<file path="src/sysref_cal_defines.vh">
`ifndef SYSREF_CAL_DEFINES_VH
`define SYSREF_CAL_DEFINES_VH

// ----------------------------------------------------------------
// register indices (byte address is four times the index)
// ----------------------------------------------------------------
`define IDX_CAL_ENABLE      10'h2b0
`define IDX_CAL_CONFIG      10'h2b1
`define IDX_CAL_STATUS      10'h2b2
`define IDX_DELAY_MANUAL    10'h2b5
`define IDX_CAL_FAULT       10'h2ba

// ----------------------------------------------------------------
// field layout and reset values
// ----------------------------------------------------------------
`define CFG_AVG_HI          3
`define CFG_AVG_LO          2
`define CFG_ACC_HI          1
`define CFG_ACC_LO          0
`define CFG_RESET           8'h05
`define MANUAL_RESET        24'h000000
`define MANUAL_INV_BIT      16
`define MANUAL_WR_MASK      24'h01ffff
`define STATUS_DONE_BIT     17

// ----------------------------------------------------------------
// longest sysref period per accumulation code, device clocks
// ----------------------------------------------------------------
`define MAX_PERIOD_0        16'd85
`define MAX_PERIOD_1        16'd1100
`define MAX_PERIOD_2        16'd5200
`define MAX_PERIOD_3        16'd21580

// ----------------------------------------------------------------
// calibration time bound: 256 x 19 x 4^(avg + acc)
// ----------------------------------------------------------------
`define CAL_BOUND_BASE      4864
`define DELAY_FRAC_BITS     5'd16

`endif

</file>
<file path="src/sysref_aperture_calibration.v">
// Summary of operation
// - averaging code 0..3 selects 4, 16, 64 or 256 averages.
// - larger averaging code runs longer and smooths the delay result.
// - accumulation code 0..3 selects 4, 16, 64 or 256 cycles each.
// - larger accumulation code runs longer, allows longer sysref periods.
// - calibration ends within 256 x 19 x 4^(avg+acc) device clocks.
// - config register resets to 0x05 with reserved bits zero.
// - complete flag reads 1 only while enabled and finished.
// - status low 17 bits return the computed delay value.
// - manual register: coarse byte 15-8, fine byte 7-0, resets zero.
// - enable rising starts calibration; enabled ignores manual delay.
// - manual bit 16 inverts the sample clock.
//
// The APB slave port was decided locally.
`include "sysref_cal_defines.vh"

module sysref_aperture_calibration
#(
  parameter CAL_BOUND_BASE = `CAL_BOUND_BASE
)
(
  // clock and reset
  input  wire        mclk_in,
  input  wire        resetn_in,
  // apb slave
  input  wire        psel_in,
  input  wire        penable_in,
  input  wire        pwrite_in,
  input  wire [11:0] paddr_in,
  input  wire [31:0] pwdata_in,
  output reg  [31:0] prdata_out,
  output reg         pready_out,
  output reg         pslverr_out,
  // timing reference
  input  wire        sysref_in,
  // clock delay path
  output reg  [16:0] delay_value_out,
  output reg         sample_clock_invert_out
);

  // ----------------------------------------------------------------
  // sequencer states and helpers
  // ----------------------------------------------------------------
  localparam ST_IDLE  = 2'd0;
  localparam ST_WAIT  = 2'd1;
  localparam ST_ACCUM = 2'd2;
  localparam ST_DONE  = 2'd3;

  // log2 of a power-of-four count selected by a two-bit code
  function [4:0] log_len;
    input [1:0] code;
    begin
      log_len = {2'b00, code, 1'b0} + 5'd2;
    end
  endfunction

  // ----------------------------------------------------------------
  // registers and wires
  // ----------------------------------------------------------------
  reg        cal_enable_r;
  reg [7:0]  cal_config_r;
  reg [23:0] aperture_delay_manual_r;
  reg [1:0]  state_r;
  reg [1:0]  state_nxt;
  reg        calibration_complete_r;
  reg        cal_fault_r;
  reg [16:0] computed_delay_value_r;
  reg [16:0] high_sum_r;
  reg [8:0]  avg_left_r;
  reg [8:0]  acc_left_r;
  reg [31:0] bound_count_r;
  reg [1:0]  run_avg_r;
  reg [1:0]  run_acc_r;
  reg        sysref_s_r;

  wire       wr_en;
  wire       rd_setup;
  wire [9:0] reg_idx;
  wire       start;
  wire       edge_seen;
  wire       overrun;
  wire [4:0] avg_shift;
  wire [4:0] acc_shift;
  wire [31:0] bound_limit;
  wire       bound_hit;
  wire [16:0] result;
  wire       abort;
  wire [31:0] status_word;

  // ----------------------------------------------------------------
  // bus decode and datapath
  // ----------------------------------------------------------------
  assign reg_idx  = paddr_in[11:2];
  assign wr_en    = psel_in & penable_in & pwrite_in & pready_out;
  assign rd_setup = psel_in & ~penable_in;
  // writing one while already enabled does not restart a pass
  assign start    = wr_en & (reg_idx == `IDX_CAL_ENABLE) & pwdata_in[0] & ~cal_enable_r;

  // config is sampled at start so later writes cannot disturb a running pass
  assign avg_shift   = log_len(run_avg_r);
  assign acc_shift   = log_len(run_acc_r);
  assign bound_limit = CAL_BOUND_BASE << (avg_shift + acc_shift - 5'd4);
  // a pass that never sees enough edges must still end
  assign bound_hit   = (bound_count_r >= bound_limit);
  // mean high fraction scaled to 16 fractional bits
  assign result = high_sum_r << (`DELAY_FRAC_BITS - avg_shift - acc_shift);
  // an overrun or a blown time bound drops the pass and sets the fault flag
  assign abort  = (state_r == ST_WAIT || state_r == ST_ACCUM) & (overrun | bound_hit);
  // status word: complete flag above the computed delay
  assign status_word = {14'h0000, cal_enable_r & calibration_complete_r,
                        computed_delay_value_r};

  // ----------------------------------------------------------------
  // sysref period check
  // ----------------------------------------------------------------
  // period count restarts whenever the sequencer is idle
  sysref_period_monitor u_monitor
  (
    .mclk_in     (mclk_in),
    .resetn_in   (resetn_in),
    .clear_in    (state_r == ST_IDLE),
    .acc_code_in (run_acc_r),
    .sysref_in   (sysref_in),
    .edge_out    (edge_seen),
    .overrun_out (overrun)
  );

  // ----------------------------------------------------------------
  // calibration sequencer
  // ----------------------------------------------------------------
  always @*
  begin
    state_nxt = state_r;
    case (state_r)
      ST_IDLE:
        state_nxt = ST_IDLE;
      ST_WAIT:
        if (edge_seen)
          state_nxt = ST_ACCUM;
      ST_ACCUM:
        if (acc_left_r == 9'd1)
          state_nxt = (avg_left_r == 9'd1) ? ST_DONE : ST_WAIT;
      ST_DONE:
        state_nxt = ST_DONE;
      default:
        state_nxt = ST_IDLE;
    endcase
    if (abort)
      state_nxt = ST_IDLE;
    if (!cal_enable_r)
      state_nxt = ST_IDLE;
    if (start)
      state_nxt = ST_WAIT;
  end

  // ----------------------------------------------------------------
  // sequencer state and accumulation
  // ----------------------------------------------------------------
  always @(posedge mclk_in or negedge resetn_in)
  begin
    if (!resetn_in)
    begin
      state_r                <= ST_IDLE;
      calibration_complete_r <= 1'b0;
      cal_fault_r            <= 1'b0;
      computed_delay_value_r <= 17'h00000;
      high_sum_r             <= 17'h00000;
      avg_left_r             <= 9'h000;
      acc_left_r             <= 9'h000;
      bound_count_r          <= 32'h00000000;
      run_avg_r              <= 2'h0;
      run_acc_r              <= 2'h0;
      sysref_s_r             <= 1'b0;
    end
    else
    begin
      state_r    <= state_nxt;
      sysref_s_r <= sysref_in;
      if (start)
      begin
        run_avg_r              <= cal_config_r[`CFG_AVG_HI:`CFG_AVG_LO];
        run_acc_r              <= cal_config_r[`CFG_ACC_HI:`CFG_ACC_LO];
        avg_left_r             <= 9'h001 << log_len(cal_config_r[`CFG_AVG_HI:`CFG_AVG_LO]);
        acc_left_r             <= 9'h001 << log_len(cal_config_r[`CFG_ACC_HI:`CFG_ACC_LO]);
        high_sum_r             <= 17'h00000;
        bound_count_r          <= 32'h00000000;
        calibration_complete_r <= 1'b0;
        cal_fault_r            <= 1'b0;
      end
      else
      begin
        if (state_r == ST_WAIT || state_r == ST_ACCUM)
          bound_count_r <= bound_count_r + 32'h00000001;
        if (abort)
          cal_fault_r <= 1'b1;
        if (state_r == ST_ACCUM)
        begin
          high_sum_r <= high_sum_r + {16'h0000, sysref_s_r};
          if (acc_left_r == 9'd1)
          begin
            acc_left_r <= 9'h001 << acc_shift;
            avg_left_r <= avg_left_r - 9'd1;
          end
          else
            acc_left_r <= acc_left_r - 9'd1;
        end
        if (state_r == ST_ACCUM && state_nxt == ST_DONE)
        begin
          computed_delay_value_r <= result;
          calibration_complete_r <= 1'b1;
        end
        if (!cal_enable_r)
          calibration_complete_r <= 1'b0;
      end
    end
  end

  // ----------------------------------------------------------------
  // register writes
  // ----------------------------------------------------------------
  always @(posedge mclk_in or negedge resetn_in)
  begin
    if (!resetn_in)
    begin
      cal_enable_r            <= 1'b0;
      cal_config_r            <= `CFG_RESET;
      aperture_delay_manual_r <= `MANUAL_RESET;
    end
    else if (wr_en)
    begin
      case (reg_idx)
        `IDX_CAL_ENABLE:
          cal_enable_r <= pwdata_in[0];
        `IDX_CAL_CONFIG:
          cal_config_r <= {4'h0, pwdata_in[3:0]};
        `IDX_DELAY_MANUAL:
          aperture_delay_manual_r <= pwdata_in[23:0] & `MANUAL_WR_MASK;
        // status and fault are read only; writes there are dropped
        default:
          cal_enable_r <= cal_enable_r;
      endcase
    end
  end

  // ----------------------------------------------------------------
  // read data, captured in the setup cycle for a zero-wait access
  // ----------------------------------------------------------------
  always @(posedge mclk_in or negedge resetn_in)
  begin
    if (!resetn_in)
    begin
      prdata_out  <= 32'h00000000;
      pready_out  <= 1'b0;
      pslverr_out <= 1'b0;
    end
    else
    begin
      pready_out <= 1'b1;
      if (rd_setup)
      begin
        pslverr_out <= 1'b0;
        prdata_out  <= 32'h00000000;
        case (reg_idx)
          `IDX_CAL_ENABLE:
            prdata_out <= {31'h00000000, cal_enable_r};
          `IDX_CAL_CONFIG:
            prdata_out <= {24'h000000, cal_config_r};
          `IDX_CAL_STATUS:
            prdata_out <= status_word;
          `IDX_DELAY_MANUAL:
            prdata_out <= {8'h00, aperture_delay_manual_r};
          `IDX_CAL_FAULT:
            prdata_out <= {31'h00000000, cal_fault_r};
          default:
            pslverr_out <= 1'b1;
        endcase
      end
    end
  end

  // ----------------------------------------------------------------
  // delay path: calibration owns the delay value while enabled; invert always follows manual bit 16
  // ----------------------------------------------------------------
  always @(posedge mclk_in or negedge resetn_in)
  begin
    if (!resetn_in)
    begin
      delay_value_out         <= 17'h00000;
      sample_clock_invert_out <= 1'b0;
    end
    else
    begin
      sample_clock_invert_out <= aperture_delay_manual_r[`MANUAL_INV_BIT];
      if (!cal_enable_r)
        delay_value_out <= {1'b0, aperture_delay_manual_r[15:0]};
      // a failed pass leaves the last applied value in place
      else if (calibration_complete_r)
        delay_value_out <= computed_delay_value_r;
    end
  end

endmodule // sysref_aperture_calibration

</file>
<file path="src/sysref_period_monitor.v">
`include "sysref_cal_defines.vh"

module sysref_period_monitor
(
  // clock and reset
  input  wire        mclk_in,
  input  wire        resetn_in,
  // control
  input  wire        clear_in,
  input  wire [1:0]  acc_code_in,
  input  wire        sysref_in,
  // results
  output reg         edge_out,
  output reg         overrun_out
);

  reg        sysref_d_r;
  reg [15:0] count_r;
  reg [15:0] limit;

  always @*
  begin
    case (acc_code_in)
      2'd0:    limit = `MAX_PERIOD_0;
      2'd1:    limit = `MAX_PERIOD_1;
      2'd2:    limit = `MAX_PERIOD_2;
      default: limit = `MAX_PERIOD_3;
    endcase
  end

  // ----------------------------------------------------------------
  // period count between rising edges
  // ----------------------------------------------------------------
  always @(posedge mclk_in or negedge resetn_in)
  begin
    if (!resetn_in)
    begin
      sysref_d_r  <= 1'b0;
      count_r     <= 16'h0000;
      edge_out    <= 1'b0;
      overrun_out <= 1'b0;
    end
    else
    begin
      sysref_d_r <= sysref_in;
      edge_out   <= sysref_in & ~sysref_d_r & ~clear_in;
      if (clear_in || (sysref_in && !sysref_d_r))
        count_r <= 16'h0000;
      else if (count_r != 16'hffff)
        count_r <= count_r + 16'h0001;
      // too slow a sysref can never calibrate; the count peaks at period - 1
      overrun_out <= ~clear_in & (count_r >= limit);
    end
  end

endmodule // sysref_period_monitor

</file>
<file path="config.mk">
export PLATFORM = sky130hd
export DESIGN_NAME = sysref_aperture_calibration
export DESIGN_NICKNAME = d
export VERILOG_FILES = /design/src/sysref_aperture_calibration.v /design/src/sysref_period_monitor.v
export VERILOG_INCLUDE_DIRS = /design/src /design/src/src
export SDC_FILE = /design/constraint.sdc
export NUM_CORES = 1
export LEC_CHECK = 0
export BUFFER_PORTS_ARGS = -buffer_cell sky130_fd_sc_hd__buf_2
export CORE_MARGIN = 2
export CORE_UTILIZATION = 50
export DETAILED_ROUTE_END_ITERATION = 6
export HOLD_SLACK_MARGIN = 0.05
export PLACE_DENSITY = 0.78
export SYNTH_ARGS = -nofsm -noshare
export SYNTH_HDL_FRONTEND = slang
export SYNTH_HIERARCHICAL = 1
export SYNTH_SLANG_ARGS = --single-unit
export TNS_END_PERCENT = 30
</file>
<file path="constraint.sdc">
create_clock -name mclk_in -period 5.3 [get_ports mclk_in]
set_clock_uncertainty 0.05 [all_clocks]
set_input_delay 1.06 -clock mclk_in [delete_from_list [all_inputs] [get_ports mclk_in]]
set_output_delay 1.06 -clock mclk_in [all_outputs]
set_load 0.1 [all_outputs]
</file>
# Yosys cells after proc, flatten, opt, wreduce, memory -nomap -nowiden
# Cells that the tools add are included.
dict set report word_totals {
  register_bits 185
  output_inout_bits 52
  inputBits 50
  word_cells 123
}
dict set report classes {
  shifts 5
  n_lt_le_gt_ge 2
  n_eq_ne 16
  n_reduce_logical 18
  muxes 29
  n_bitwise 18
  add_sub_neg 13
}
# cell count
set op_table {}
lappend op_table {{18-bit case mux with 5 select lines} 1}
lappend op_table {{17-bit two-way mux} 4}
lappend op_table {{32-bit two-way mux} 2}
lappend op_table {{9-bit two-way mux} 6}
lappend op_table {{10-bit equality test, second input constant} 5}
lappend op_table {{15-bit case mux with 3 select lines} 1}
lappend op_table {{32-bit by 1-bit adder with 32-bit output, second input constant} 1}
lappend op_table {{32-bit greater-or-equal comparator} 1}
lappend op_table {{16-bit two-way mux} 2}
lappend op_table {{13-bit by 5-bit left shift with 32-bit output, first input constant} 1}
lappend op_table {{1-bit by 4-bit left shift with 9-bit output, first input constant} 3}
lappend op_table {{9-bit by 1-bit equality test with 1-bit output, second input constant} 2}
lappend op_table {{9-bit by 1-bit subtractor with 9-bit output, second input constant} 2}
lappend op_table {{17-bit by 1-bit adder with 17-bit output} 1}
lappend op_table {{17-bit by 5-bit left shift with 17-bit output} 1}
lappend op_table {{16-bit by 1-bit adder with 16-bit output, second input constant} 1}
lappend op_table {{3-bit by 2-bit adder with 4-bit output, second input constant} 4}
lappend op_table {{16-bit by 15-bit greater-or-equal comparator with 1-bit output} 1}
lappend op_table {{16-bit inequality test, second input constant} 1}
lappend op_table {{1-bit AND} 12}
lappend op_table {{2-bit two-way mux} 6}
lappend op_table {{2-bit AND reduction} 5}
lappend op_table {{2-bit nonzero test} 5}
lappend op_table {{2-bit equality test, second input constant} 4}
lappend op_table {{other kinds (16)} 29}

# Depth between registers and ports, before layout
# Gate-level depths: netlist (run 1).
dict set report depth {
  ltp_word 15
  ltp_mapped 18
  ltp_nobuf 17
}

# Modules after synthesis
# The synthesis (run 1) kept the hierarchy.
# module cells_each area_each_um2 n_inst
set modules_own_cells {}
lappend modules_own_cells {sysref_aperture_calibration 911 8793.4 1}
lappend modules_own_cells {sysref_period_monitor 132 1214.9 1}

# Worst setup path after synthesis (run 1)
# Ideal clock, no wire load.
dict set report synth_path {
  path_type {register to register}
  from {register run_acc_r[0]}
  to {register computed_delay_value_r[0]}
  path_buffers 1
  path_slack_ns 0.834
  arrival_time_ns 4.291
  path_stages_with_launch 18
  cell_sequence {dfrtp_1 -> inv_1 -> ha_1 -> xnor2_1 -> ha_1 -> inv_1 -> fa_1 -> nor2b_1 -> nand3_1 -> and2_1 -> ha_1 -> a21o_1 -> a21oi_1 -> o221ai_1 -> a211o_1 -> nor4_4 -> buf_6 -> mux2_4}
}
dict set report synth_via {
  elab_chain_cells 13
  word_cells_on_any_way 15
  cone_classes {add/sub (4); order compare (1); eq/ne (1); shift (2); mux (3); bitwise (2); reduce/logical (2)}
}
# item line
set synth_lines {}
lappend synth_lines {{from (decl)} sysref_aperture_calibration.v:73} ;# reg [1:0] run_acc_r;
lappend synth_lines {{from (signal assigned)} sysref_aperture_calibration.v:182} ;# run_acc_r <= cal_config_r[`CFG_ACC_HI:`CFG_ACC_LO];
lappend synth_lines {{3-bit by 2-bit adder with 4-bit output *} sysref_aperture_calibration.v:53} ;# log_len = {2'b00, code, 1'b0} + 5'd2;
lappend synth_lines {{4-bit by 4-bit adder with 5-bit output} sysref_aperture_calibration.v:102} ;# assign bound_limit = CAL_BOUND_BASE << (avg_shift + acc_shift - 5'd4);
lappend synth_lines {{5-bit by 3-bit subtractor with 5-bit output} sysref_aperture_calibration.v:102}
lappend synth_lines {{13-bit by 5-bit left shift with 32-bit output} sysref_aperture_calibration.v:102}
lappend synth_lines {{32-bit greater-or-equal comparator} sysref_aperture_calibration.v:104} ;# assign bound_hit = (bound_count_r >= bound_limit);
lappend synth_lines {{1-bit bitwise OR} sysref_aperture_calibration.v:108} ;# assign abort = (state_r == ST_WAIT || state_r == ST_ACCUM) & (overrun | bound_hit);
lappend synth_lines {{1-bit AND} sysref_aperture_calibration.v:108}
lappend synth_lines {{2-bit two-way mux} sysref_aperture_calibration.v:148} ;# if (abort)
lappend synth_lines {{2-bit two-way mux} sysref_aperture_calibration.v:150} ;# if (!cal_enable_r)
lappend synth_lines {{2-bit two-way mux} sysref_aperture_calibration.v:152} ;# if (start)
lappend synth_lines {{2-bit equality test} sysref_aperture_calibration.v:207} ;# if (state_r == ST_ACCUM && state_nxt == ST_DONE)
lappend synth_lines {{1-bit logical AND} sysref_aperture_calibration.v:207}
lappend synth_lines {{2-bit AND reduction (no line)} --}
lappend synth_lines {{to (signal assigned)} sysref_aperture_calibration.v:209} ;# computed_delay_value_r <= result;
lappend synth_lines {{to (decl)} sysref_aperture_calibration.v:67} ;# reg [16:0] computed_delay_value_r;
# Every way passes the cells marked *; elsewhere a longest branch is shown, timed or not.
# A chain may end at the register's enable or synchronous reset.

# Final worst setup path (run 1)
dict set report layout_path {
  from {register run_acc_r[0]}
  to {register computed_delay_value_r[9]}
}
# The elaborated chain is that of the path after synthesis.

==> out/summary.txt, run 1 <==
complex-gate fraction of the synthesized area -> 11.0%
Die X-Extent -> 145 um
critical path fanouts, max -> 18
switch share -> 29.3%
number of flops mapped to enable cells by yosys -> 0
status -> complete, no violations
sequential share of power -> 47.0%
Rows -> 51
final worst-path setup slack -> 0.444 ns
drt wl/cell -> 15.5 um
register area share after synthesis -> 43.0%
Adder-Cell Fraction of Synth Area -> 7.40%
P_int -> 2010 uW
Num CTS Buffers -> 17
peak supply drop -> 0.216 mV
FFs w/ async S/R, synth -> 100%
final worst-path cycle share -> 91.6%
Initial DRC Count -> 480
Initial Util -> 51.3%
Yosys top cell area share -> 42.5%
RSZ-0062 raised after global routing -> no
largest net degree at the start of global routing -> 97
Cells after Synth -> 1043
Placement Setup Slack -> 0.437 ns
drt pass-1 iters -> 6
worst setup path start -> run_acc_r[0]
share of cells above drive strength 1 -> 16.0%
xor and xnor area share after synthesis -> 4.73%
initial antenna violation count -> 0
hpwl dp -> 14.8 mm
number of port buffers -> 70
DRC Markers -> 0
critical path class -> register to register
first-pass GRT wire length -> 36.7 mm
crit start category -> register
top-count cell post-synth -> dfrtp_1
synthesized area -> 0.0100 mm2
n_diodes -> 0
clk_lat worst skew -> 0.44 ns
Ports -> 102
NetSw -> 831 uW
full die area -> 0.0212 mm2
fin util -> 57.3%
most area-hungry cell type in the Yosys netlist -> dfrtp_1
Tmin final -> 4.86 ns
Die Y -> 145 um
vias in the first global route -> 7441
NumNets Final -> 1203
Rel. slew slack -> 21.8%
max-cap violation count -> 0
Worst Max-Slew Pin Slew -> 1.17 ns
HP Class -> register to register
Cell variety after synth -> 69
Synth Flop Type -> dfrtp_1
Total Power -> 2840 uW
mean post-synth cell area -> 9.60 um2
Ys Warns -> 6
Final Wtd Congestion -> 0.840
remaining global-route overflow -> 0
Post-CTS Setup Bufs -> 0
total power per unit cell area -> 254 mW/mm2
Worst Path Required -> 5.57 ns
vias per cell -> 5.69
Gate power share -> 7.6%
Leak -> 0.00507 uW
largest family of logic cells by synthesized area -> simple AND/OR/NAND/NOR gates
critical path endpoint category -> register
GR Util All Layers -> 20.7%
Final Slew Violations -> 0
Hold Crit Start -> aperture_delay_manual_r[16]
Routed Antenna Nets -> 0
final setup fails -> 0
f_max -> 0.206 GHz
Post-Layout Inst Area -> 0.0112 mm2
clk sinks -> 172
final WL -> 21.3 mm
Core Footprint -> 0.0195 mm2
Setup TNS Final -> 0 ns
CTS tree -> yes
Fin. Hold Viols -> 0
clock buffer depth -> 2
H-tree lvl count -> 4
clock root cell -> clkbuf_16
RR Startpoint -> run_acc_r[0]
Post-synth top cells -> dfrtp_1, nor2_1, nand2_1
FF+latch count, synth -> 172
WP data arrival -> 5.12 ns
Clock Power Share -> 45.5%
synth top area cells -> dfrtp_1, ha_1, nor2_1
vias after detailed routing -> 7813
Placed Area -> 0.0105 mm2
P&R area growth vs syn -> 11.7%
simple-gate share of the synthesized area -> 19.8%
mux share of post-synthesis cell area -> 9.81%
Worst-path clk slew -> 0.09 ns
-- state kept, by name, indices dropped and copies added, names as in the netlist --
| register | cells |
|---|---|
| run_avg_r | 2 |
| high_sum_r | 17 |
| u_monitor/sysref_d_r | 1 |
| bound_count_r | 32 |
| state_r | 2 |
| run_acc_r | 2 |
| u_monitor/count_r | 16 |
| pslverr_out | 1 |
| avg_left_r | 9 |
| delay_value_out | 17 |
| computed_delay_value_r | 17 |
| sample_clock_invert_out | 1 |
| calibration_complete_r | 1 |
| cal_config_r | 4 |
| sysref_s_r | 1 |
| aperture_delay_manual_r | 17 |
| u_monitor/edge_out | 1 |
| u_monitor/overrun_out | 1 |
| prdata_out | 18 |
| acc_left_r | 9 |
| cal_enable_r | 1 |
| pready_out | 1 |
| cal_fault_r | 1 |
-- layout by cell type, fill, tap and decap left out, types with 5 or more instances in the layout --
cell type  count
a211oi_1       7
a21oi_1       54
a22oi_1       19
a31oi_1       11
and2_1         8
and3_1         9
and4_1        12
buf_2         69
buf_4         10
clkbuf_16     17
clkinv_8       8
conb_1        15
dfrtp_1      170
ha_1          56
inv_1         32
mux2_2        35
mux2_4         9
mux2i_1       43
nand2_1       95
nand2b_1       6
nand3_1       38
nand4_1       20
nor2_1       119
nor2b_1       10
nor3_1        33
o21a_1         7
o21ai_0       56
o31ai_1        5
or3_1         12
or4_1          5
xnor2_1       21
xor2_1        32
-- worst max-delay path: stages (launching register included) --
cell,delay [ns]
dfrtp_1,0.49
inv_1,0.16
ha_1,0.38
xnor2_1,0.21
ha_1,0.17
inv_1,0.05
fa_1,0.57
nor2b_2,0.28
and3_1,0.23
inv_1,0.06
ha_1,0.28
a21oi_1,0.13
o21ai_0,0.11
a221oi_1,0.33
a31oi_1,0.22
nor4_4,0.29
buf_4,0.33
mux2_2,0.38
-- layer usage --
metal  global-route usage, %  share of wire [%]  vias to the layer above  wire length [um]
met5                       0                  0                        -                 0
met4                    5.25                1.3                        0               269
met3                    4.36                4.1                       25               872
met2                    33.4                 48                      163             10200
met1                    28.8                 47                     3833             10000
li1                        -                  -                     3792                 -
-- path summary, 6_finish.rpt --
path,slack (ns),end,cells past startpoint
max,0.44,computed_delay_value_r[9],17
min,0.35,sample_clock_invert_out,0
max reg2reg,0.44,computed_delay_value_r[9],17
min reg2reg,0.35,sample_clock_invert_out,0
max in group asynchronous,3.41,bound_count_r[28],2
min in group asynchronous,0.63,prdata_out[8],1
-- cells by family after synthesis --
logic type	after synthesis
other cells	2
flops	172
buf+inv	93
compound gates	181
fa+ha+maj	58
mux	88
xor+xnor	54
simple gates	395
-- what timing repair did --
action / 4_1_cts / 5_1_grt
gates resized for setup: 0 / 4
endpoints found under the setup margin: 0 / 8
hold buffers: 0 / 0
-- power by group through the flow --
stage                     Sequential, uW  Combinational [uW]  Clock (uW)
after floorplan                     1450                73.3           0
after global placement              1360                 214           0
after detailed placement            1360                 217           0
after CTS                           1330                 217        1320
after global routing                1330                 227        1370
final                               1330                 215        1290
-- area by class of cell --
| cell class | count | area, um2 |
|---|---|---|
| fillers | 1672 | 8340 |
| multi-input cells | 791 | 5350 |
| flip-flops and latches | 172 | 4310 |
| repair buffers | 80 | 432 |
| clock buffers | 17 | 425 |
| well taps | 265 | 332 |
| clock inverters | 15 | 211 |
| inverters | 33 | 124 |
-- through the flow --
step	instances	hold slack, ns
global placement	1341	0.333
global route	1373	0.372
CTS	1373	0.357
finish	1373	0.354
detailed placement	1341	0.339
floorplan	1056	0.319
Power figures use the tool's default switching activity.
==> run 2, diff against run 1 <==
==> constraint.sdc (replaced) <==
create_clock -name mclk_in -period 5.3 [get_ports mclk_in]
set_clock_uncertainty 0.05 [all_clocks]
set_input_delay 0.265 -clock mclk_in [delete_from_list [all_inputs] [get_ports mclk_in]]
set_output_delay 0.265 -clock mclk_in [all_outputs]
set_load 0.1 [all_outputs]
==> run 2 against run 1 <==
Non-clock buffer count rose by 19. Clock power barely moved. Global-route usage rose by 0.37 points. Sequential power barely moved. Flip-flop and latch count did not move. Power rose by 1.3%. First-iteration DRC count rose by 13%. Cell count rose by 1.4%. Wire length rose by 1.4%. Combinational power rose by 5%. Final area rose by 1.5%. Critical path type unchanged.
==> out/summary.txt, run 2 (same netlist as run 1, synthesis figures left out) <==
vias in the first global route -> 7679
final WL -> 21.6 mm
NetSw -> 821 uW
share of cells above drive strength 1 -> 15.4%
Most common cell on crit path -> ha_1
Initial DRC Count -> 542
max-cap violation count -> 0
HP Class -> input pin to register
Initial Util -> 51.3%
clock buffer depth -> 2
leading cell type in the layout, fill and taps excluded -> dfrtp_1
fillcell total -> 1661
clk sinks -> 172
sequential share of power -> 46.3%
Rows -> 51
Worst path max stage delay -> 0.56 ns
Worst Max-Slew Pin Slew -> 1.10 ns
Worst Setup EP -> computed_delay_value_r[14]
Routed Antenna Nets -> 0
final setup fails -> 0
full die area -> 0.0212 mm2
Slowest cell on crit path -> fa_1
final worst-path cycle share -> 93.1%
initial antenna violation count -> 0
H-tree lvl count -> 4
drt wl/cell -> 15.5 um
most frequent cells in the layout -> dfrtp_1, nor2_1, nand2_1, buf_2
Core Footprint -> 0.0195 mm2
P&R area growth vs syn -> 13.5%
largest registers -> bound_count_r: 32 flops, prdata_out: 18 flops
final std cells w/o fill -> 1392
worst r2r path cells -> 17
Worst Path Required -> 5.58 ns
drt pass-1 iters -> 4
Final Slew Violations -> 0
critical path class -> register to register
Leak -> 0.00513 uW
Die X-Extent -> 145 um
critical path endpoint category -> register
remaining global-route overflow -> 0
Rel. slew slack -> 26.4%
first-pass GRT wire length -> 37.3 mm
switch share -> 28.5%
Setup TNS Final -> 0 ns
number of port buffers -> 70
vias per cell -> 5.56
RSZ-0062 raised after global routing -> no
WP data arrival -> 5.21 ns
clk_lat worst skew -> 0.44 ns
clock root cell -> clkbuf_16
f_max -> 0.203 GHz
total power per unit cell area -> 253 mW/mm2
Reg-to-Reg End -> computed_delay_value_r[14]
largest net degree at the start of global routing -> 75
Clock Power Share -> 45.8%
Hold Crit Start -> penable_in
NumNets Final -> 1222
Die Y -> 145 um
P_int -> 2060 uW
critical path fanouts, max -> 18
Tmin final -> 4.93 ns
CTS tree -> yes
DRC Markers -> 0
Sequential cell area -> 0.00431 mm2
placed cell count -> 1341
Ports -> 102
FF-to-FF setup slack -> 0.37 ns
crit start category -> register
Final Wtd Congestion -> 0.864
n_diodes -> 0
worst setup path start -> run_acc_r[0]
Worst-path clk slew -> 0.08 ns
Gate power share -> 7.9%
Num CTS Buffers -> 17
vias after detailed routing -> 7740
max FFs per register -> 32
Largest Register -> bound_count_r
status -> complete, no violations
GR Util All Layers -> 21.1%
Cell Chain, Critical Path -> inv_1, ha_1, xnor2_1, ha_1, inv_1, fa_1, nor2b_1, nand3_1, and2_1, ha_1, a21o_1, a21oi_1, o221ai_1, a211o_1, nor4_4, buf_4, mux2_2
peak supply drop -> 0.222 mV
Fin. Hold Viols -> 0
RR Startpoint -> run_acc_r[0]
Post-CTS Setup Bufs -> 0
area of the multi-input gates -> 0.00534 mm2
hpwl dp -> 15.2 mm
run 2: changes by cell type in the layout (fill, tap and decap cells not counted), sizes merged:
cell,delta
bufinv,+1
clkinvlp,+1
inv,+3
dlygate4sd3,+19
clkinv,-5
run 2: critical path, delay by kind of cell, from the launching register on:
kind	cells	cell delay [ns]
AOI/OAI and AO/OA	4	0.85
xor gates and xnor gates	1	0.19
adders and majority gates	4	1.27
buffers and inverters	3	0.55
DFF	1	0.51
muxes	1	0.38
and+or+nand+nor	4	1.01
run 2: cell type report:
type / instances / share of cell area, %
clock inverter: 15 / 1.84
clock buffer: 17 / 3.75
multi-input combinational: 791 / 47.0
inverter: 33 / 1.09
sequential: 172 / 37.9
tap: 265 / 2.92
timing repair buffer: 99 / 5.48
run 2: metrics by stage:
stage	utilization [%]	cell area [um2]	setup WS, ns	power, uW	hold slack (ns)
finish	58.2	11400	0.368	2880	0.132
global route	58.2	11400	0.0626	2970	0.140
CTS	58.1	11300	0.385	2900	0.124
detailed placement	53.9	10500	0.383	1580	0.181
global placement	53.9	10500	0.515	1570	0.176
floorplan	-	10100	0.834	1520	-0.0806
run 2: power by group through the flow:
stage | Sequential, uW | Combinational, uW | Clock [uW]
finish | 1330 | 226 | 1320
global route | 1330 | 239 | 1390
CTS | 1330 | 228 | 1340
floorplan | 1450 | 73.3 | 0
global placement | 1360 | 214 | 0
detailed placement | 1360 | 217 | 0
run 2: how the worst min path moves through the flow:
stage	end	slack [ns]	cells past startpoint
after floorplan	acc_left_r[0]	-0.08	0
after global placement	prdata_out[7]	0.18	1
after detailed placement	prdata_out[7]	0.18	1
after CTS	pslverr_out	0.12	3
after global routing	pslverr_out	0.14	3
final	pslverr_out	0.13	3
run 2: what timing repair did:
| item | CTS | global route |
|---|---|---|
| setup endpoints to repair | 0 | 3 |
| hold endpoints to repair | 70 | 0 |
| hold buffers | 19 | 0 |
| resized for setup | 0 | 1 |
run 2: routing by layer:
layer	part of all wire [%]	global-route usage, %
met2	48	34.4
met3	3.3	3.98
met4	0.89	4.66
met5	0	0
met1	48	29.4
==> run 3, diff against run 2 <==
--- a/config.mk
+++ b/config.mk
@@ -6,12 +6,13 @@
 export SDC_FILE = /design/constraint.sdc
 export NUM_CORES = 1
 export LEC_CHECK = 0
-export BUFFER_PORTS_ARGS = -buffer_cell sky130_fd_sc_hd__buf_2
+export BUFFER_PORTS_ARGS = -buffer_cell sky130_fd_sc_hd__clkbuf_2
 export CORE_MARGIN = 2
-export CORE_UTILIZATION = 50
+export CORE_UTILIZATION = 60
 export DETAILED_ROUTE_END_ITERATION = 6
 export HOLD_SLACK_MARGIN = 0.05
-export PLACE_DENSITY = 0.78
+export MAX_ROUTING_LAYER = met4
+export PLACE_DENSITY = 0.9
 export SYNTH_ARGS = -nofsm -noshare
 export SYNTH_HDL_FRONTEND = slang
 export SYNTH_HIERARCHICAL = 1
==> run 3 against run 2 <==
Clock-buffer cell count is the same. Wire length increased by 11%. Via count is 6.6% higher. Sequential power hardly changed. Utilization grew 10 points. Critical path depth stayed put. Power grew 0.15%. Global-route usage increased by 8.3 points. Flip-flop and latch count unchanged. First-iteration DRC count grew 25%. Sequential share of layout area rose by 0.19 points. Critical path type unchanged. Critical endpoint is now computed_delay_value_r[9]. Highest routed layer unchanged.
==> out/summary.txt, run 3 (same netlist as run 1, synthesis figures left out) <==
n_diodes -> 0
Worst Hold End -> pslverr_out
Gate power share -> 8.0%
met3 usage in global routing -> 4.60%
critical path class -> register to register
critical path depth -> 17
total power per unit cell area -> 255 mW/mm2
met1 usage -> 37.5%
Reg-to-Reg End -> computed_delay_value_r[9]
DRC Markers -> 0
Placement Setup Slack -> 0.475 ns
Fin. Hold Viols -> 0
Sequential cell area -> 0.00431 mm2
P_int -> 2020 uW
largest net degree at the start of global routing -> 76
Leak -> 0.00511 uW
worst r2r path cells -> 17
Final Wtd Congestion -> 0.907
first-pass GRT wire length -> 40.9 mm
Tmin final -> 4.94 ns
CTS tree -> yes
peak supply drop -> 0.242 mV
full die area -> 0.0177 mm2
vias per cell -> 6.12
Ports -> 102
final WL -> 23.9 mm
Worst Max-Slew Pin Slew -> 1.23 ns
Initial Util -> 60.8%
critical path fanouts, max -> 18
leading cell type in the layout, fill and taps excluded -> dfrtp_1
drt wl/cell -> 17.7 um
Routed Antenna Nets -> 0
Die X-Extent -> 133 um
remaining global-route overflow -> 0
met2 Track Usage GR -> 47.1%
Setup TNS Final -> 0 ns
Worst-path clk slew -> 0.09 ns
Total Power -> 2880 uW
max-cap violation count -> 0
clock buffer depth -> 2
sequential share of power -> 46.3%
final worst-path cycle share -> 93.3%
final setup fails -> 0
largest registers -> bound_count_r: 32 flops, prdata_out: 18 flops
f_max -> 0.202 GHz
post-CTS resize count -> 0
gr busiest metal -> met2
Largest Register -> bound_count_r
Cell Chain, Critical Path -> inv_1, ha_1, xnor2_1, ha_1, inv_1, fa_1, nor2b_1, and3_1, inv_1, ha_1, a21oi_1, o21ai_0, a221oi_1, a31oi_1, nor4_4, buf_4, mux2_2
drt pass-1 iters -> 6
Final Slew Violations -> 0
hpwl dp -> 15.3 mm
HP Class -> input pin to register
Worst Path Required -> 5.58 ns
worst hold path stage count -> 3
Clock Power Share -> 45.7%
P&R area growth vs syn -> 12.9%
fillcell total -> 1149
max FFs per register -> 32
Rel. slew slack -> 17.7%
Die Y -> 133 um
most frequent cells in the layout -> dfrtp_1, nor2_1, nand2_1, clkbuf_2
clock root cell -> clkbuf_16
RSZ-0062 raised after global routing -> no
critical path endpoint category -> register
share of cells above drive strength 1 -> 15.4%
vias in the first global route -> 8298
final worst-path setup slack -> 0.357 ns
FF-to-FF setup slack -> 0.36 ns
number of port buffers -> 70
switch share -> 30.0%
NumNets Final -> 1222
status -> complete, no violations
area of the multi-input gates -> 0.00533 mm2
Slowest cell on crit path -> fa_1
clk sinks -> 172
Num CTS Buffers -> 17
H-tree lvl count -> 4
Initial DRC Count -> 679
WP data arrival -> 5.22 ns
initial antenna violation count -> 0
Worst Path Buf+Inv -> 4
NetSw -> 863 uW
Rows -> 47
RR Startpoint -> run_acc_r[0]
clk_lat worst skew -> 0.45 ns
Core Footprint -> 0.0165 mm2
vias after detailed routing -> 8249
Worst path max stage delay -> 0.54 ns
Hold Crit Start -> penable_in
crit start category -> register
CP delay by family, top -> adder cells
GR Util All Layers -> 29.4%
[run 3: worst min-delay path, stage by stage]
cell and delay (ns):
clkbuf_2 0.10, nor2b_1 0.05, o21a_1 0.17
[run 3: power by group through the flow]
stage | Sequential (uW) | Combinational (uW) | Clock [uW]
3_3_place_gp | 1360 | 213 | 0
5_1_grt | 1330 | 240 | 1380
4_1_cts | 1330 | 228 | 1320
6_report | 1330 | 229 | 1320
2_1_floorplan | 1450 | 73.3 | 0
3_5_place_dp | 1360 | 216 | 0
[run 3: final cells by class]
class | count | area share [%]
clock buffer | 17 | 3.77
clock inverter | 15 | 1.89
inverter | 33 | 1.10
multi-input combinational | 791 | 47.2
sequential | 172 | 38.1
tap | 220 | 2.44
timing repair buffer | 99 | 5.50
[run 3: repair_timing]
| item | 4_1_cts | 5_1_grt |
|---|---|---|
| hold buffers | 19 | 0 |
| buffers inserted | 0 | 0 |
| hold endpoints to repair | 69 | 0 |
| setup endpoints to repair | 0 | 0 |
[run 3: worst max-delay path by stage]
| stage | startpoint | to |
|---|---|---|
| after CTS | run_acc_r[0] | computed_delay_value_r[9] |
| final | run_acc_r[0] | computed_delay_value_r[9] |
| after detailed placement | run_acc_r[0] | computed_delay_value_r[9] |
| after floorplan | run_acc_r[0] | computed_delay_value_r[0] |
| after global placement | run_acc_r[0] | computed_delay_value_r[13] |
| after global routing | run_acc_r[0] | computed_delay_value_r[9] |
[run 3: stage by stage]
step	hold WS, ns	cells	cell area, um2	util (%)
3_5_place_dp	0.183	1296	10500	63.6
6_report	0.106	1347	11300	68.6
2_1_floorplan	-0.0806	1056	10100	-
5_1_grt	0.119	1347	11300	68.6
3_3_place_gp	0.178	1296	10500	63.6
4_1_cts	0.105	1347	11300	68.6
[run 3: layer usage]
layer	share of wire [%]	up-vias	wire [um]
met5	0	-	0
met2	50	309	11900
met3	5.8	54	1380
met4	2.1	0	492
li1	-	3809	-
met1	42	4077	10100
